<file path="config.mk">
export PLATFORM = sky130hd
export DESIGN_NAME = frs_supervisor
export DESIGN_NICKNAME = d
export VERILOG_FILES = /design/src/logic/frs_pkg.sv /design/src/logic/frs_supervisor.sv
export SDC_FILE = /design/constraint.sdc
export NUM_CORES = 1
export LEC_CHECK = 0
export ABC_AREA = 0
export BUFFER_PORTS_ARGS = -buffer_cell sky130_fd_sc_hd__buf_2
export CORE_MARGIN = 4
export CORE_UTILIZATION = 54
export DETAILED_ROUTE_END_ITERATION = 12
export PLACE_DENSITY = 0.87
export SETUP_SLACK_MARGIN = 0.3
export SLEW_MARGIN = 20
export SYNTH_ARGS = -nofsm -noshare
export SYNTH_HDL_FRONTEND = slang
export SYNTH_SLANG_ARGS = --single-unit
</file>
<file path="constraint.sdc">
create_clock -name sys_clk -period 17.6 [get_ports sys_clk]
set_clock_uncertainty 0.1 [all_clocks]
set_input_delay 5.28 -clock sys_clk [delete_from_list [all_inputs] [get_ports sys_clk]]
set_output_delay 5.28 -clock sys_clk [all_outputs]
set_load 0.1 [all_outputs]
</file>
<file path="src/logic/frs_pkg.sv">
// Function
// - start-up timer runs after turn-on delay and ramp start; fault if threshold unmet.
// - start-up timeout limit counts in 10 us units.
// - start-up timeout takes ignore, latch-off or retry action.
// - start-up timeout acts at once, no deglitch.
// - limit of zero disables the start-up timeout check.
// - input overvoltage from adc result; adc latency is the deglitch; configured action.
// - above 130 C memory access disabled until 125 C reached.
// - warning flag bit 7 set above 130 C; clear refused until 125 C.
// - above 160 C switching stops until temperature falls to 150 C.
// - fault flag bit 6 set above 160 C; clear refused until 150 C.
// - internal temperature faults never ignored; thresholds fixed.
// - external over and under temperature each have own action.
// - input overcurrent and output undercurrent from adc, each with own action.
// - external fault pin low sets misc bit, vendor bit and alert, undeglitched.
// - external fault response is ignore or shut down then retry.
// - channel configuration bit 1 masks alert from the external fault pin.
// - log buffer refreshed continuously; copied to memory on disabling fault.
// - above 130 C log copy postponed until below 120 C.
// - stored log blocks further logging until clear command.
// - valid log at power-up sets status bit, raises alert, blocks logging.
// - external fault pin alone never starts a log capture.
// - retry waits programmed interval, 120 ms to 131.071 s in 1 ms steps.
package frs_pkg;
   // ****************************************
   // timing
   // ****************************************
   localparam int CLK_HZ          = 10_000_000;
   localparam int TICK_US         = 10;
   localparam int TICK_CYC        = CLK_HZ / 1_000_000 * TICK_US;
   localparam int MS_CYC          = CLK_HZ / 1000;
   localparam logic [16:0] RETRY_MIN_MS = 17'h00078;
   // ****************************************
   // temperature thresholds, degrees C
   // ****************************************
   localparam logic signed [9:0] NVM_OFF_C  = 10'sd130;
   localparam logic signed [9:0] NVM_ON_C   = 10'sd125;
   localparam logic signed [9:0] PWM_OFF_C  = 10'sd160;
   localparam logic signed [9:0] PWM_ON_C   = 10'sd150;
   localparam logic signed [9:0] LOG_ON_C   = 10'sd120;
   // ****************************************
   // bit positions
   // ****************************************
   localparam int TEMP_WARN_BIT   = 7;
   localparam int TEMP_FAULT_BIT  = 6;
   localparam int CFG_NO_ALERT_BIT = 1;
   localparam int VS_EXT_BIT      = 0;
   localparam int VS_LOG_BIT      = 1;
   // ****************************************
   // types
   // ****************************************
   typedef enum logic [1:0] {
      ACT_IGNORE = 2'h0,
      ACT_LATCH  = 2'h1,
      ACT_RETRY  = 2'h2
   } frs_act_t;
   // adc-derived fault indications, each already deglitched by conversion latency
   typedef struct packed {
      logic vin_ov;
      logic ext_ot;
      logic ext_ut;
      logic iin_oc;
      logic iout_uc;
   } frs_adc_t;
   typedef struct packed {
      frs_act_t startup;
      frs_act_t vin_ov;
      frs_act_t ext_ot;
      frs_act_t ext_ut;
      frs_act_t iin_oc;
      frs_act_t iout_uc;
   } frs_acts_t;
   typedef enum logic [3:0] {
      ST_IDLE  = 4'h1,
      ST_RUN   = 4'h2,
      ST_RETRY = 4'h4,
      ST_LATCH = 4'h8
   } frs_state_t;
endpackage

</file>
<file path="src/logic/frs_supervisor.sv">
module frs_supervisor
   import frs_pkg::*;
(
   input  wire logic               sys_clk,            // 10 MHz clock
   input  wire logic               srst,               // sync reset, high
   input  wire logic               enable,             // controller run request
   input  wire logic               ramp_started,       // turn-on delay over, ramp begun
   input  wire logic               vout_above_uv,      // output above undervoltage threshold
   input  wire logic [15:0]        startup_timeout_limit, // 10 us units, 0 = off
   input  wire logic [16:0]        retry_interval,     // ms
   input  wire frs_acts_t          actions,            // per-fault action
   input  wire logic               external_fault_action, // 0 ignore, 1 retry
   input  wire logic [7:0]         channel_configuration, // bit 1 masks pin alert
   input  wire frs_adc_t           adc_faults,         // adc-derived faults
   input  wire logic signed [9:0]  die_temp,           // internal temp, C
   input  wire logic               ext_fault_pin_n,    // external fault pin, low active
   input  wire logic               clear_faults,       // host clear pulse
   input  wire logic               fault_log_clear_cmd, // log clear pulse
   input  wire logic               nvm_log_valid,      // valid log found at power-up
   input  wire logic               nvm_copy_done,      // memory copy finished pulse
   output logic                    pwm_enable_ff,      // switching allowed
   output logic                    nvm_enable_ff,      // memory access allowed
   output logic [7:0]              temp_status_ff,     // temperature status
   output logic [7:0]              vendor_status_ff,   // vendor status
   output logic                    misc_fault_ff,      // summary misc bit
   output logic                    startup_fault_ff,   // start-up timeout flag
   output logic                    alert_n_ff,         // alert line, low active
   output logic                    log_refresh_ff,     // ram log refreshing
   output logic                    log_copy_ff         // copy ram log to memory
);
   // ****************************************
   // pin synchroniser
   // ****************************************
   logic ext_meta_ff, ext_sync_ff;
   always_ff @(posedge sys_clk) begin
      if (srst) begin
         ext_meta_ff <= 1'b1;
         ext_sync_ff <= 1'b1;
      end else begin
         ext_meta_ff <= ext_fault_pin_n;
         ext_sync_ff <= ext_meta_ff;
      end
   end
   wire ext_low = ~ext_sync_ff;
   // ****************************************
   // timebases
   // ****************************************
   logic [7:0]  tick_cnt_ff;
   logic [15:0] ms_cnt_ff;
   logic        tick10_ff, ms_tick_ff;
   // start-up window closed: ramp not begun, output up or switching off
   wire         ton_hold = !ramp_started || vout_above_uv || !pwm_enable_ff;
   // 10 us enable restarts with the start-up window, so the first unit is whole;
   // a free-running divider would let the timeout fire up to one unit early
   always_ff @(posedge sys_clk) begin
      if (srst || ton_hold) begin
         tick_cnt_ff <= 8'h00;
         tick10_ff   <= 1'b0;
      end else begin
         tick10_ff   <= (tick_cnt_ff == 8'(TICK_CYC - 1));
         tick_cnt_ff <= (tick_cnt_ff == 8'(TICK_CYC - 1)) ? 8'h00 : tick_cnt_ff + 8'h01;
      end
   end
   // 1 ms enable for the retry wait; no second clock
   always_ff @(posedge sys_clk) begin
      if (srst) begin
         ms_cnt_ff  <= 16'h0000;
         ms_tick_ff <= 1'b0;
      end else begin
         ms_tick_ff <= (ms_cnt_ff == 16'(MS_CYC - 1));
         ms_cnt_ff  <= (ms_cnt_ff == 16'(MS_CYC - 1)) ? 16'h0000 : ms_cnt_ff + 16'h0001;
      end
   end
   // ****************************************
   // internal temperature hysteresis
   // ****************************************
   logic nvm_hot_ff, pwm_hot_ff, log_hold_ff;
   // thresholds are fixed constants, no setting can change or ignore them
   always_ff @(posedge sys_clk) begin
      if (srst) begin
         nvm_hot_ff  <= 1'b0;
         pwm_hot_ff  <= 1'b0;
         log_hold_ff <= 1'b0;
      end else begin
         if (die_temp > NVM_OFF_C)
            nvm_hot_ff <= 1'b1;
         else if (die_temp <= NVM_ON_C)
            nvm_hot_ff <= 1'b0;
         if (die_temp > PWM_OFF_C)
            pwm_hot_ff <= 1'b1;
         else if (die_temp <= PWM_ON_C)
            pwm_hot_ff <= 1'b0;
         if (die_temp > NVM_OFF_C)
            log_hold_ff <= 1'b1;
         else if (die_temp < LOG_ON_C)
            log_hold_ff <= 1'b0;
      end
   end
   always_ff @(posedge sys_clk) begin
      if (srst)
         nvm_enable_ff <= 1'b1;
      else
         nvm_enable_ff <= ~nvm_hot_ff;
   end
   // ****************************************
   // temperature status flags
   // ****************************************
   // set wins over clear; clear refused while still above release point
   always_ff @(posedge sys_clk) begin
      if (srst) begin
         temp_status_ff <= 8'h00;
      end else begin
         if (die_temp > NVM_OFF_C)
            temp_status_ff[TEMP_WARN_BIT] <= 1'b1;
         else if (clear_faults && die_temp <= NVM_ON_C)
            temp_status_ff[TEMP_WARN_BIT] <= 1'b0;
         if (die_temp > PWM_OFF_C)
            temp_status_ff[TEMP_FAULT_BIT] <= 1'b1;
         else if (clear_faults && die_temp <= PWM_ON_C)
            temp_status_ff[TEMP_FAULT_BIT] <= 1'b0;
      end
   end
   // ****************************************
   // start-up timeout
   // ****************************************
   logic [15:0] ton_cnt_ff;
   logic        ton_arm_ff;
   wire         ton_expire = ton_arm_ff && tick10_ff && ~vout_above_uv
                             && (ton_cnt_ff == startup_timeout_limit - 16'h0001);
   // counter only runs once the ramp is under way; zero limit never arms
   // the limit is read live, so changing it mid-ramp moves the deadline
   always_ff @(posedge sys_clk) begin
      if (srst || ton_hold) begin
         ton_cnt_ff <= 16'h0000;
         ton_arm_ff <= 1'b0;
      end else begin
         ton_arm_ff <= (startup_timeout_limit != 16'h0000);
         if (ton_arm_ff && tick10_ff && !ton_expire)
            ton_cnt_ff <= ton_cnt_ff + 16'h0001;
      end
   end
   always_ff @(posedge sys_clk) begin
      if (srst)
         startup_fault_ff <= 1'b0;
      else if (ton_expire)
         startup_fault_ff <= 1'b1;
      else if (clear_faults)
         startup_fault_ff <= 1'b0;
   end
   // ****************************************
   // fault responses
   // ****************************************
   logic any_latch, any_retry;
   // startup acts same cycle as expiry: no filter on this path
   always_comb begin
      any_latch = 1'b0;
      any_retry = pwm_hot_ff;
      if (ton_expire) begin
         any_latch |= (actions.startup == ACT_LATCH);
         any_retry |= (actions.startup == ACT_RETRY);
      end
      if (adc_faults.vin_ov) begin
         any_latch |= (actions.vin_ov == ACT_LATCH);
         any_retry |= (actions.vin_ov == ACT_RETRY);
      end
      if (adc_faults.ext_ot) begin
         any_latch |= (actions.ext_ot == ACT_LATCH);
         any_retry |= (actions.ext_ot == ACT_RETRY);
      end
      if (adc_faults.ext_ut) begin
         any_latch |= (actions.ext_ut == ACT_LATCH);
         any_retry |= (actions.ext_ut == ACT_RETRY);
      end
      if (adc_faults.iin_oc) begin
         any_latch |= (actions.iin_oc == ACT_LATCH);
         any_retry |= (actions.iin_oc == ACT_RETRY);
      end
      if (adc_faults.iout_uc) begin
         any_latch |= (actions.iout_uc == ACT_LATCH);
         any_retry |= (actions.iout_uc == ACT_RETRY);
      end
   end
   wire pin_retry  = ext_low && external_fault_action;
   wire log_fault  = any_latch || any_retry;                  // pin excluded
   // ****************************************
   // run state machine
   // ****************************************
   frs_state_t  state_ff;
   logic [16:0] retry_ms_ff;
   // short intervals raised to the floor; first 1 ms step may be partial
   wire  [16:0] retry_eff = (retry_interval < RETRY_MIN_MS) ? RETRY_MIN_MS : retry_interval;
   always_ff @(posedge sys_clk) begin
      if (srst) begin
         state_ff    <= ST_IDLE;
         retry_ms_ff <= 17'h00000;
      end else begin
         case (state_ff)
            ST_IDLE: begin
               if (enable && !pwm_hot_ff)
                  state_ff <= ST_RUN;
            end
            ST_RUN: begin
               retry_ms_ff <= 17'h00000;
               if (!enable)
                  state_ff <= ST_IDLE;
               else if (any_latch)
                  state_ff <= ST_LATCH;
               else if (any_retry || pin_retry)
                  state_ff <= ST_RETRY;
            end
            ST_RETRY: begin
               // latch fault during the wait still wins
               if (!enable)
                  state_ff <= ST_IDLE;
               else if (any_latch)
                  state_ff <= ST_LATCH;
               else if (any_retry || pin_retry)
                  retry_ms_ff <= 17'h00000;
               else if (ms_tick_ff) begin
                  if (retry_ms_ff >= retry_eff - 17'h00001)
                     state_ff <= ST_RUN;
                  else
                     retry_ms_ff <= retry_ms_ff + 17'h00001;
               end
            end
            ST_LATCH: begin
               if (clear_faults || !enable)
                  state_ff <= ST_IDLE;
            end
            default: state_ff <= ST_IDLE;
         endcase
      end
   end
   always_ff @(posedge sys_clk) begin
      if (srst)
         pwm_enable_ff <= 1'b0;
      else
         pwm_enable_ff <= (state_ff == ST_RUN) && !any_latch && !any_retry
                          && !pin_retry;
   end
   // ****************************************
   // external pin status and alert
   // ****************************************
   logic log_valid_ff, pwr_seen_ff;
   always_ff @(posedge sys_clk) begin
      if (srst) begin
         misc_fault_ff    <= 1'b0;
         vendor_status_ff <= 8'h00;
      end else begin
         if (ext_low)
            misc_fault_ff <= 1'b1;
         else if (clear_faults)
            misc_fault_ff <= 1'b0;
         if (ext_low)
            vendor_status_ff[VS_EXT_BIT] <= 1'b1;
         else if (clear_faults)
            vendor_status_ff[VS_EXT_BIT] <= 1'b0;
         vendor_status_ff[VS_LOG_BIT] <= log_valid_ff;
      end
   end
   // alert sticks until host clears; pin source maskable
   // stored-log alert only from the power-up check, so a held valid
   // level cannot re-raise it after the host has cleared the log
   always_ff @(posedge sys_clk) begin
      if (srst)
         alert_n_ff <= 1'b1;
      else if ((ext_low && !channel_configuration[CFG_NO_ALERT_BIT])
               || ton_expire || (nvm_log_valid && !pwr_seen_ff))
         alert_n_ff <= 1'b0;
      else if (clear_faults)
         alert_n_ff <= 1'b1;
   end
   // ****************************************
   // fault log
   // ****************************************
   logic copy_pend_ff;
   // power-up check caught after reset release, not under reset
   always_ff @(posedge sys_clk) begin
      if (srst) begin
         log_valid_ff <= 1'b0;
         pwr_seen_ff  <= 1'b0;
      end else begin
         pwr_seen_ff <= 1'b1;
         if (!pwr_seen_ff && nvm_log_valid)
            log_valid_ff <= 1'b1;
         else if (nvm_copy_done)
            log_valid_ff <= 1'b1;
         else if (fault_log_clear_cmd)
            log_valid_ff <= 1'b0;
      end
   end
   always_ff @(posedge sys_clk) begin
      if (srst) begin
         copy_pend_ff   <= 1'b0;
         log_copy_ff    <= 1'b0;
         log_refresh_ff <= 1'b0;
      end else begin
         log_refresh_ff <= !log_valid_ff && !copy_pend_ff;
         if (log_fault && !log_valid_ff && state_ff == ST_RUN)
            copy_pend_ff <= 1'b1;
         else if (nvm_copy_done)
            copy_pend_ff <= 1'b0;
         log_copy_ff <= copy_pend_ff && !log_hold_ff && !nvm_copy_done;
      end
   end
endmodule

</file>
## Word level (Yosys, flattened, before mapping)

Cells that the tools add are included.
Widths: inputs -> output; s select.

| storage, ports and cells | value |
|---|---|
| register bits after elaboration | 82 |
| bits of input ports | 79 |
| logic and storage cells | 189 |

| cells by class | value |
|---|---|
| reductions and logical operators | 55 |
| $add $sub $neg | 6 |
| bitwise operators | 14 |
| equality and inequality tests | 30 |
| order comparisons | 7 |
| muxes and demuxes | 51 |

Operator list:

| kind | number |
|---|---|
| $mux 17 | 6 |
| $mux 4 | 10 |
| $pmux 17 s2 | 1 |
| $mux 1 | 33 |
| $add 16x1->16 const B | 2 |
| $gt 10x9->1 const B | 2 |
| $logic_and 1x1->1 | 18 |
| $reduce_bool 2->1 | 9 |
| $add 17x1->17 const B | 1 |
| $ge 17x17->1 | 1 |
| $lt 17x7->1 const B | 1 |
| $sub 17x1->17 const B | 1 |
| $eq 16x14->1 const B | 1 |
| $eq 16x16->1 | 1 |
| $ne 4x4->1 const B | 4 |
| $pmux 4 s4 | 1 |
| $reduce_bool 16->1 | 1 |
| $sub 16x1->16 const B | 1 |
| $logic_not 1->1 | 14 |
| $eq 2x1->1 const B | 6 |
| $eq 2x2->1 const B | 6 |
| $or 1x1->1 | 11 |
| $le 10x8->1 const B | 1 |
| $le 10x9->1 const B | 1 |
| other kinds (15) | 30 |

## Longest topological paths before layout

Gate-level depths: netlist of the first run.

| logic depth | value |
|---|---|
| depth after elaboration | 19 |
| depth in mapped cells | 20 |

## Worst setup path after synthesis of the first run

No wires, ideal clock.

| timing path | value |
|---|---|
| kind | input port to flip-flop |
| start | input retry_interval[11] |
| end | register retry_ms_ff[14] |
| path slack | 7.750 ns |
| buffers on the path | 0 |
| required time | 17.428 ns |
| setup time | 0.072 ns |
| stages | 20 |
| arrival time | 9.678 ns |
| cells stage by stage | or3_1 -> or4_1 -> nor2_1 -> nand3_1 -> nand2_1 -> ha_1 -> nand2_1 -> nor4_1 -> or4b_2 -> xor2_1 -> ha_1 -> a21oi_1 -> nor2_1 -> a211oi_1 -> o21a_1 -> o31ai_1 -> nor2_1 -> o211ai_2 -> a211oi_2 -> mux2i_1 |

| on the way | value |
|---|---|
| word-level cells in the longest chain between the ends | 6 |

RTL lines:

| element | line | text |
|---|---|---|
| start, declared | frs_supervisor.sv:10 | `input wire logic [16:0] retry_interval,` |
| $lt 17x7->1 | frs_supervisor.sv:191 | `wire [16:0] retry_eff = (retry_interval < RETRY_MIN_MS) ? RETRY_MIN_MS : retry_interval;` |
| $mux 17 (*) | frs_supervisor.sv:191 |  |
| $sub 17x1->17 (*) | frs_supervisor.sv:220 | `if (retry_ms_ff >= retry_eff - 17'h00001)` |
| $ge 17x17->1 (*) | frs_supervisor.sv:220 |  |
| $ne 3x3->1 (no source line) (*) | n/a |  |
| $reduce_and 5->1 (no source line) (*) | n/a |  |
| end signal, assigned | frs_supervisor.sv:223 | `retry_ms_ff <= retry_ms_ff + 17'h00001;` |
| end, declared | frs_supervisor.sv:189 | `logic [16:0] retry_ms_ff;` |

Every way passes the cells marked *; elsewhere a longest branch is shown, timed or not.
A chain may end at the register's enable or synchronous reset.

## Worst setup path after layout of the first run

Ends and elaborated chain as after synthesis.

==> results of run 1 <==
-- how the worst max path moves through the flow --
stage                       startpoint               to  slack (ps)  cells after the start
global placement    retry_interval[11]  retry_ms_ff[14]        7070                     21
global route        retry_interval[11]  retry_ms_ff[14]        6750                     21
detailed placement  retry_interval[11]  retry_ms_ff[14]        6910                     21
CTS                 retry_interval[11]  retry_ms_ff[14]        7250                     21
floorplan           retry_interval[11]  retry_ms_ff[14]        7750                     20
finish              retry_interval[11]  retry_ms_ff[14]        7140                     21
-- layer usage --
layer  track usage, %  vias to the layer above
met3             3.72                       32
met4             9.11                        2
met5                0                        -
li1                 -                     2588
met1             27.1                     2436
met2             40.8                      198
-- cell families after synthesis --
logic type | synth area share [%]
muxes | 2.05
buffers and inverters | 5.32
and+or+nand+nor | 29.9
adders and majority gates | 5.35
DFF | 30.5
AOI/OAI and AO/OA | 17.1
other | 0.0697
xor gates and xnor gates | 9.76
-- placed cells by master, fill, tap and decap left out, types with 3 or more instances in the layout --
cell type  count
or2_2          3
dfxtp_1       82
conb_1        12
a22oi_1        3
nand3b_1       4
a211oi_1       3
or4_1          4
o211ai_1      25
nor3_1        24
nor2b_1       11
xor2_1        30
clkbuf_8      12
o21ai_0       18
nor2_1        84
or3_1          8
mux2i_1       11
or4b_2         3
ha_1          23
xnor2_1       30
nand3_1       33
o21a_1         3
nand4_1       25
nand2_1       55
nand2b_1      13
a21o_1         8
a31oi_1        4
and2_1         4
a21oi_1       42
nor4_1         5
nor4b_1        3
inv_1         28
o22ai_1        5
o31ai_1        3
a21boi_0       4
and3_1        17
buf_2         82
-- power by group --
group,switching [W],total [W],internal (W)
clock,0.0000666,0.000158,0.0000913
sequential,0.00000342,0.000193,0.000189
combinational,0.0000498,0.0000725,0.0000226
-- sequential cells by signal, summed over array words and instances (netlist names), 2 cells and up --
register,count
state_ff,4
tick_cnt_ff,8
ms_cnt_ff,16
retry_ms_ff,17
temp_status_ff,2
ton_cnt_ff,16
-- stage by stage --
stage / setup WS [ps] / std cells
floorplan: 7750 / 697
global placement: 7070 / 882
detailed placement: 6910 / 882
CTS: 7250 / 898
global route: 6750 / 898
finish: 7140 / 898
-- critical path, cell delays in order --
cell and delay, ps:
buf_2 110, or3_1 410, or4_1 440, nor2_1 220, nand3_1 160, nand2_1 120, ha_1 180, nand2_1 130
nor4_1 550, or4b_2 650, xor2_1 170, ha_1 300, a21oi_1 130, nor2_1 70, a211oi_1 160, o21a_1 160
o31ai_1 110, nor2_1 410, o211ai_2 330, a211oi_2 320, mux2i_1 210
-- area by class of cell --
| cell class | instances | area share [%] |
|---|---|---|
| Multi-Input combinational cell | 555 | 57.6 |
| Sequential cell | 82 | 27.0 |
| Timing Repair Buffer | 84 | 7.01 |
| Tap cell | 133 | 2.74 |
| Clock buffer | 12 | 2.72 |
| Inverter | 28 | 1.73 |
| Clock inverter | 4 | 1.20 |
==> summary.md, run 1 <==
| Metric | Value |
|---|---|
| Status | completed |
| Cell taking the most area after synthesis | dfxtp_1 |
| Mapped cell area | 5380 µm² |
| Worst-skew pair later-pin latency | 350 ps |
| Hold_buf cts | 0 |
| Setup TNS | 0 ps |
| Fmax | 0.0956 GHz |
| Largest net degree at the start of global routing | 30 |
| Ys async rst share | 0% |
| VDD IR max | 0.0365 mV |
| Main synth FF type | dfxtp_1 |
| Hold Path Stages | 1 |
| Fin area | 6070 µm² |
| Met2 WL post-DR | 6700 µm |
| Die ar. | 11600 µm² |
| Share of the synthesized area in the top cell type | 30.5% |
| Final setup fails | 0 |
| FF/Latch Area | 1640 µm² |
| Post CTS Setup Buffer Count | 0 |
| Placed wire-length estimate | 10200 µm |
| Tcrit/Tclk final | 59.4% |
| RR Endpoint | retry_ms_ff[0] |
| Multi-input logic area | 3500 µm² |
| Die height | 108 µm |
| Overall power | 0.000423 W |
| Bufs on Longest Clock Path | 2 |
| DRC errors left | 0 |
| Required time worst endpoint | 17780 ps |
| Die X | 108 µm |
| Critical Path Fanout Max | 10 |
| Yosys cell types | 70 |
| Final Max Slew Viols | 0 |
| GRT Total Usage | 22.8% |
| Number of CTS-inserted buffers | 9 |
| Core Area | 9730 µm² |
| Critical path class | input pin to flop |
| 1st-pass router iterations | 5 |
| # diodes | 0 |
| Final Util | 62.4% |
| M1 WL | 5440 µm |
| Routed wire length | 13200 µm |
| Pleak | 2.29 nW |
| Layout area overhead | 12.8% |
| Worst EP arrival | 10630 ps |
| WL met3 | 812 µm |
| Global route overflow | 0 |
| Worst Hold Class | flop to flop |
| Reg2Reg Depth | 8 |
| Tightest Pin Transition | 984 ps |
| Endpoint class of the critical path | flop |
| Register bit total from synthesis | 82 |
| Commonest cells in the netlist | nor2_1 (84), dfxtp_1 (82), nand2_1 (55) |
| Worst reg2reg setup slack | 14280 ps |
| Relative slew slack | 34.3% |
| Post-synth EDFFs | 0 |
| Hold Path Sink | nvm_enable_ff |
| IO Count | 102 |
| Final Hold Viols | 0 |
| Area contributors post-synth | dfxtp_1 (30%), nor2_1 (5.9%), ha_1 (5.3%) |
| Post-CTS Resized | 0 |
| Pwr dens | 69.7 nW/µm² |
| CTS clk-pin slew, worst paths | 80 ps |
| Ys Warns | 0 |
| Vias after detailed routing | 5256 |
| TritonCTS clock tree | yes |
| Site row count | 36 |
| Initial antenna violation count | 1 |
| Max-cap violations | 0 |
| Wire length per cell | 14.7 µm |
| Final ANT Viol Nets | 0 |
| Fillers | 828 |
| Vias in the first global route | 5091 |
| Total placed instance area | 5830 µm² |
| Seq/Total Area, Yosys | 30.5% |
| Initial drt markers | 389 |
| Most numerous cell in the Yosys netlist | nor2_1 |
| Cells after synthesis | 686 |
| Clock sinks | 82 |
| Worst R2R Start | ton_cnt_ff[2] |
| Fin Hold WS | 294 ps |
| IO buf count | 82 |
| Root buf cell | clkbuf_8 |
| Min-delay src | nvm_hot_ff |
| First-pass GRT wire length | 22200 µm |
| Post-route minimum period | 10460 ps |
| H-tree depth | 3 |
| GP Congestion | 0.881 |
| Starting Density | 55.3% |
| Average cell area after synthesis | 7.85 µm² |
| Unrepaired setup endpoints after global routing | no |
| Type of origin of the critical path | input pin |
| Top sig layer | met5 |
| Vias per inst | 5.85 |
| Layout net count | 862 |
| Ratio of cells with drive above 1 in the final layout | 15.4% |
No activity file was read; power rests on OpenSTA's default activity.
==> inputs of run 2 (changes only) <==
- ABC_AREA: 0 -> 1
- clock period: 17.6 -> 9.85 ns (I/O delays scaled with it)
==> run 2 against run 1 <==
  * Core utilization increased by 0.58 points
  * Worst setup slack worse by 4000 ps
  * Critical path depth increased by 2
  * Via count grew 5.4%
  * Highest routed layer is now met4
==> summary.md, run 2 <==
| Metric | Value |
|---|---|
| Average cell area after synthesis | 6.66 µm² (was 7.85 µm²) |
| Clk pwr share | 33.2% (was 37.3%) |
| Final Hold Viols | 0 (unchanged) |
| Unrepaired setup endpoints after global routing | no (unchanged) |
| Share of the synthesized area in the top cell type | 29.5% (was 30.5%) |
| 1st-pass router iterations | 7 (was 5) |
| Largest Register | retry_ms_ff (unchanged) |
| Largest net degree at the start of global routing | 26 (was 30) |
| Post CTS Setup Buffer Count | 0 (unchanged) |
| TritonCTS clock tree | yes (unchanged) |
| Cell taking the most area after synthesis | dfxtp_1 (unchanged) |
| Placed wire-length estimate | 10100 µm (was 10200 µm) |
| Worst Hold Class | flop to flop (unchanged) |
| Most numerous cell in the Yosys netlist | nand2_1 (was nor2_1) |
| Biggest regs | retry_ms_ff (17), ms_cnt_ff (16), ton_cnt_ff (16) (unchanged) |
| Setup TNS | 0 ps (unchanged) |
| Final setup fails | 0 (unchanged) |
| P_sw | 0.000241 W (was 0.000120 W) |
| Seq pwr share | 45.7% (was 45.6%) |
| Met3 Resource Use GR | 4.35% (was 3.72%) |
| Cells after synthesis | 835 (was 686) |
| Max-cap violations | 0 (unchanged) |
| Hold_buf cts | 0 (unchanged) |
| Worst EP arrival | 6860 ps (was 10630 ps) |
| Required time worst endpoint | 10030 ps (was 17780 ps) |
| Number of CTS-inserted buffers | 9 (unchanged) |
| Core Area | 9910 µm² (was 9730 µm²) |
| Ys Warns | 0 (unchanged) |
| Commonest cells in the netlist | nand2_1 (154), nor2_1 (127), inv_1 (110) (was nor2_1 (84), dfxtp_1 (82), nand2_1 (55)) |
| Initial antenna violation count | 0 (was 1) |
| Logic pwr share | 21.1% (was 17.1%) |
| Relative slew slack | 29.8% (was 34.3%) |
| Root buf cell | clkbuf_8 (unchanged) |
| # diodes | 0 (unchanged) |
| Critical Path Fanout Max | 18 (was 10) |
| Type of origin of the critical path | input pin (unchanged) |
| Global route overflow | 0 (unchanged) |
| GR Util met2 | 36.7% (was 40.8%) |
| GRT met1 Usage | 29.1% (was 27.1%) |
| Critical path buffers and inverters | 3 (was 1) |
| Tcrit/Tclk final | 67.8% |
| Post-route minimum period | 6680 ps |
| First-pass GRT wire length | 21800 µm (was 22200 µm) |
| Pwr dens | 126 nW/µm² (was 69.7 nW/µm²) |
| Final Max Slew Viols | 0 (unchanged) |
| Final Util | 63.0% (was 62.4%) |
| P_int | 0.000544 W (was 0.000303 W) |
| DRC errors left | 0 (unchanged) |
| VDD IR max | 0.0819 mV (was 0.0365 mV) |
| Vias per inst | 5.25 (was 5.85) |
| Sw frac | 30.8% (was 28.3%) |
| Layout net count | 1021 (was 862) |
| Layout area overhead | 12.2% (was 12.8%) |
| Clock sinks | 82 (unchanged) |
| Register bit total from synthesis | 82 (unchanged) |
| Status | completed (unchanged) |
| Post-synth EDFFs | 0 (unchanged) |
| Seq/Total Area, Yosys | 29.5% (was 30.5%) |
| Critical path class | input pin to flop (unchanged) |
| Die X | 109 µm (was 108 µm) |
| Post-CTS Resized | 0 (unchanged) |
| Mapped cell area | 5560 µm² (was 5380 µm²) |
| Vias in the first global route | 4955 (was 5091) |
| Crit-path max cell delay | 350 ps (was 650 ps) |
| Commonest non-fill, non-tap cells in the layout | nand2_1 (154), nor2_1 (127), inv_1 (110) (was nor2_1 (84), dfxtp_1 (82), buf_2 (82)) |
| Starting Density | 56.1% (was 55.3%) |
| Ys async rst share | 0% (unchanged) |
| Grt peak-use layer | met2 (unchanged) |
| Bufs on Longest Clock Path | 2 (unchanged) |
| Worst-skew pair later-pin latency | 350 ps (about the same) |
| Area contributors post-synth | dfxtp_1 (30%), nand2_1 (10%), nor2_1 (8.6%) (was dfxtp_1 (30%), nor2_1 (5.9%), ha_1 (5.3%)) |
| Final ANT Viol Nets | 0 (unchanged) |
| Pleak | 2.78 nW (was 2.29 nW) |
| Wire length per cell | 12.3 µm (was 14.7 µm) |
| Main synth FF type | dfxtp_1 (unchanged) |
| Vias after detailed routing | 5538 (was 5256) |
| Endpoint class of the critical path | flop (unchanged) |
| Die height | 109 µm (was 108 µm) |
| Routed wire length | 12900 µm (was 13200 µm) |
| Commonest non-fill, non-tap cell in the layout | nand2_1 (was nor2_1) |
| Die ar. | 12000 µm² (was 11600 µm²) |
| Worst-path cell chain | buf_2 > nor2_1 > nand3_1 > nor3_2 > inv_2 > nand2_1 > ha_1 > nand3_1 > nor3_2 > nand4_1 > nor4_1 > xnor2_1 > ha_1 > nand4_1 > nor2_1 > nand3_1 > o2111ai_1 > o21ai_4 > nand2_4 > nand2_8 > inv_6 > a21oi_1 > nor2_1 (was buf_2 > or3_1 > or4_1 > nor2_1 > nand3_1 > nand2_1 > ha_1 > nand2_1 > nor4_1 > or4b_2 > xor2_1 > ha_1 > a21oi_1 > nor2_1 > a211oi_1 > o21a_1 > o31ai_1 > nor2_1 > o211ai_2 > a211oi_2 > mux2i_1) |
| GRT Total Usage | 22.2% (was 22.8%) |
| GP Congestion | 0.905 (was 0.881) |
| IO buf count | 82 (unchanged) |
| Fmax | 0.150 GHz |
| CTS clk-pin slew, worst paths | 80 ps (about the same) |
| Tightest Pin Transition | 1040 ps (was 984 ps) |
| Ratio of cells with drive above 1 in the final layout | 15.2% (was 15.4%) |
| Initial drt markers | 335 (was 389) |
| H-tree depth | 3 (unchanged) |
| Max reg flops | 17 (unchanged) |
| Slowest CP cell | o2111ai_1 (was or4b_2) |
| Yosys cell types | 53 (was 70) |
| IO Count | 102 (unchanged) |
| Site row count | 36 (unchanged) |
| Critical path's top delay family | simple AND/OR/NAND/NOR gates (unchanged) |
-- run 2: cell types whose count changed after synthesis, moves of 9 or more --
cell      change
nand2_1      +99
inv_1        +82
nor2_1       +43
o211ai_1     -23
xnor2_1      -20
o21ai_0      +19
nor2_2       +15
and3_1       -14
nand2b_1     -12
nand3_1      +12
mux2i_1      -11
nor2b_1      -11
clkbuf_1      -9
-- run 2: path summary, 6_finish.rpt --
check	start	to	slack (ps)	cells past startpoint
setup / recovery	retry_interval[8]	retry_ms_ff[6]	3170	23
hold / removal	ext_meta_ff	ext_sync_ff	300	1
setup reg to reg	retry_ms_ff[1]	retry_ms_ff[16]	7220	14
hold reg to reg	ext_meta_ff	ext_sync_ff	300	1
-- run 2: power by group through the flow --
stage / sequential [W] / clock (W) / combinational, W
after floorplan: 0.000377 / 0 / 0.000113
after global placement: 0.000366 / 0 / 0.000160
after detailed placement: 0.000366 / 0 / 0.000164
after CTS: 0.000358 / 0.000264 / 0.000165
after global routing: 0.000361 / 0.000277 / 0.000185
final: 0.000359 / 0.000260 / 0.000166
-- run 2: area by class of cell --
class | instances | area (µm²)
fillers | 936 | 3670
flip-flops and latches | 82 | 1640
inverters | 116 | 443
clock buffers | 11 | 141
multi-input cells | 627 | 3370
repair buffers | 83 | 418
clock inverters | 3 | 65.1
well taps | 133 | 166
-- run 2: through the flow --
stage | instances | setup WS [ps] | hold WS, ps | total power [W] | instance area (µm²)
CTS | 1055 | 3200 | 305 | 0.000787 | 6240
global placement | 1041 | 2920 | 292 | 0.000525 | 6040
floorplan | 846 | 3560 | 267 | 0.000490 | 5600
detailed placement | 1041 | 2830 | 292 | 0.000530 | 6040
finish | 1055 | 3170 | 304 | 0.000785 | 6240
global route | 1055 | 2660 | 321 | 0.000823 | 6240
-- run 2: per-layer routing --
| metal | up-vias | part of all wire [%] |
|---|---|---|
| met1 | 2498 | 46 |
| li1 | 2876 | - |
| met5 | - | 0 |
| met4 | 0 | 1.7 |
| met2 | 142 | 47 |
| met3 | 22 | 5.9 |
-- run 2: worst reg2reg max path, stage by stage (launching register included) --
cell and delay [ps]:
dfxtp_1 390, ha_1 200, nand2_1 70, nor2_1 250, nand2_1 80, nor2_1 140
nand2_1 130, nor3_1 360, nand4_1 180, nor2_1 160, nand2_1 80, xor2_1 150
nor3_1 130, nor2_1 60, nor2_1 100
-- run 2: cell families (layout without fill, tap and decap cells) --
family	count (synthesis)	count (layout)	synth area share [%]
AND/OR/NAND/NOR	439	439	37.2
buffers and inverters	137	213	10.7
AO/OA/AOI/OAI	118	118	11.8
flip-flops	82	82	29.5
XOR/XNOR	35	35	5.51
adder cells (fa/ha/maj)	23	23	5.17
other	1	12	0.0674
==> inputs of run 3 (changes only) <==
- ABC_AREA: 1 -> 0
- clock period: 9.85 -> 6.2 ns (I/O delays scaled with it)
==> run 3 against run 2 <==
  * Combinational power up 37%
  * Non-clock buffer count grew 21
  * Sequential power is 52% higher
  * Clock power increased by 35%
  * Routed wire length is 12% higher
  * First-iteration DRC count grew 46%
  * Power up 43%
==> summary.md, run 3 (synthesis gave the netlist of run 1 again) <==
| Metric | Value |
|---|---|
| IO buf count | 82 (unchanged) |
| Max reg flops | 17 (unchanged) |
| Vias after detailed routing | 5515 (was 5538) |
| Biggest regs | retry_ms_ff (17), ms_cnt_ff (16), ton_cnt_ff (16) (unchanged) |
| Tcrit/Tclk final | 95.5% |
| Worst-skew pair later-pin latency | 360 ps (was 350 ps) |
| Final Hold Viols | 0 (unchanged) |
| 1st-pass router iterations | 6 (was 7) |
| CTS clk-pin slew, worst paths | 80 ps (about the same) |
| Total placed instance area | 6010 µm² (was 6040 µm²) |
| Setup TNS | 0 ps (unchanged) |
| Die height | 108 µm (was 109 µm) |
| Site row count | 36 (unchanged) |
| Routed wire length | 14500 µm (was 12900 µm) |
| Final ANT Viol Nets | 0 (unchanged) |
| Unrepaired setup endpoints after global routing | yes (was no) |
| Fillers | 790 (was 936) |
| Pwr dens | 175 nW/µm² (was 126 nW/µm²) |
| Initial drt markers | 488 (was 335) |
| Type of origin of the critical path | input pin (unchanged) |
| IO Count | 102 (unchanged) |
| Placed wire-length estimate | 10500 µm (was 10100 µm) |
| Final setup fails | 0 (unchanged) |
| Layout net count | 883 (was 1021) |
| Critical Path Fanout Max | 4 (was 18) |
| DRC errors left | 0 (unchanged) |
| CP Launch Point | retry_interval[11] (was retry_interval[8]) |
| Root buf cell | clkbuf_8 (unchanged) |
| Overall power | 0.00113 W (was 0.000785 W) |
| Bufs on Longest Clock Path | 2 (unchanged) |
| Critical path class | input pin to flop (unchanged) |
| Largest net degree at the start of global routing | 30 (was 26) |
| Die X | 108 µm (was 109 µm) |
| Final WS setup | 277 ps (was 3170 ps) |
| Die ar. | 11600 µm² (was 12000 µm²) |
| GRT Total Usage | 23.8% (was 22.2%) |
| Largest Register | retry_ms_ff (unchanged) |
| GP Congestion | 0.857 (was 0.905) |
| Vias per inst | 6.00 (was 5.25) |
| Clock sinks | 82 (unchanged) |
| Pre-CTS setup slack | -308 ps (was 2830 ps) |
| Ratio of cells with drive above 1 in the final layout | 21.5% (was 15.2%) |
| First-pass GRT wire length | 23000 µm (was 21800 µm) |
| H-tree depth | 3 (unchanged) |
| # diodes | 0 (unchanged) |
| Required time worst endpoint | 6390 ps (was 10030 ps) |
| Initial antenna violation count | 0 (unchanged) |
| TritonCTS clock tree | yes (unchanged) |
| Global route overflow | 0 (unchanged) |
| Worst R2R Start | ton_cnt_ff[2] (was retry_ms_ff[1]) |
| Worst EP arrival | 6120 ps (was 6860 ps) |
| Core Area | 9730 µm² (was 9910 µm²) |
| Starting Density | 55.3% (was 56.1%) |
| CP Capture Point | retry_ms_ff[11] (was retry_ms_ff[6]) |
| Hold_buf cts | 0 (unchanged) |
| Worst Hold Class | flop to flop (unchanged) |
| Tightest Pin Transition | 903 ps (was 1040 ps) |
| Reg2Reg Depth | 8 (was 14) |
| Post-route minimum period | 5920 ps |
| Fmax | 0.169 GHz |
| Pleak | 2.38 nW (was 2.78 nW) |
| Final Max Slew Viols | 0 (unchanged) |
| Worst reg2reg setup slack | 3040 ps (was 7220 ps) |
| RR Endpoint | retry_ms_ff[0] (was retry_ms_ff[16]) |
| Relative slew slack | 39.8% (was 29.8%) |
| Number of CTS-inserted buffers | 9 (unchanged) |
| Endpoint class of the critical path | flop (unchanged) |
| Vias in the first global route | 5297 (was 4955) |
| Fin area | 6420 µm² (was 6240 µm²) |
| Max-cap violations | 0 (unchanged) |
| Commonest non-fill, non-tap cells in the layout | nor2_1 (82), dfxtp_1 (82), buf_2 (81) (was nand2_1 (154), nor2_1 (127), inv_1 (110)) |
| Status | completed (unchanged) |
| Wire length per cell | 15.8 µm (was 12.3 µm) |
| VDD IR max | 0.153 mV (was 0.0819 mV) |
| Layout area overhead | 19.2% (was 12.2%) |
==> run 3: repair_timing <==
item | CTS | global route
cloned | 1 | 0
endpoints found under the setup margin | 18 | 17
setup buffers | 5 | 3
pin swaps | 7 | 12
resized for setup | 4 | 27
==> run 3: area by class of cell <==
type | instances | area [µm²] | area share, %
Clock inverter | 7 | 53.8 | 0.839
Tap cell | 133 | 166 | 2.59
Timing Repair Buffer | 104 | 589 | 9.18
Multi-Input combinational cell | 556 | 3740 | 58.2
Sequential cell | 82 | 1640 | 25.6
Clock buffer | 9 | 124 | 1.93
Inverter | 28 | 105 | 1.64
==> run 3: per-stage QoR <==
| stage | hold WS [ps] | instances | util [%] |
|---|---|---|---|
| global route | 325 | 919 | 65.9 |
| floorplan | 259 | 697 | - |
| finish | 305 | 919 | 65.9 |
| CTS | 306 | 916 | 64.4 |
| detailed placement | 288 | 894 | 61.8 |
| global placement | 271 | 894 | 61.8 |
==> run 3: worst min-delay path by stage <==
stage | depth (start not counted) | end | slack (ps) | start
after CTS | 1 | nvm_enable_ff | 310 | nvm_hot_ff
after detailed placement | 1 | nvm_enable_ff | 290 | nvm_hot_ff
final | 1 | nvm_enable_ff | 300 | nvm_hot_ff
after global routing | 1 | ext_sync_ff | 330 | ext_meta_ff
after floorplan | 1 | nvm_enable_ff | 260 | nvm_hot_ff
after global placement | 1 | nvm_enable_ff | 270 | nvm_hot_ff
==> run 3: worst max-delay path: stages <==
cell	delay, ps
buf_6	90
or3_4	380
or4_4	440
nor2_4	150
nand3_4	110
nand2_4	120
ha_4	150
nand2_4	60
nor4_4	230
or4b_4	510
xor2_1	160
ha_1	320
a21oi_2	140
nor2_1	60
a211oi_2	150
o21a_1	210
o31ai_4	110
nor2_4	160
buf_4	150
o2111ai_4	140
a21boi_2	210
mux2i_1	190
==> run 3: metal layers <==
| metal | GRT usage [%] | wire, µm |
|---|---|---|
| met5 | 0 | 0 |
| met4 | 10.4 | 426 |
| met3 | 3.30 | 983 |
| met2 | 42.9 | 7310 |
| met1 | 27.9 | 5750 |
==> run 3: where the power goes <==
group          internal (W)  switching [W]
combinational     0.0000713       0.000156
sequential         0.000538     0.00000977
clock              0.000148       0.000202
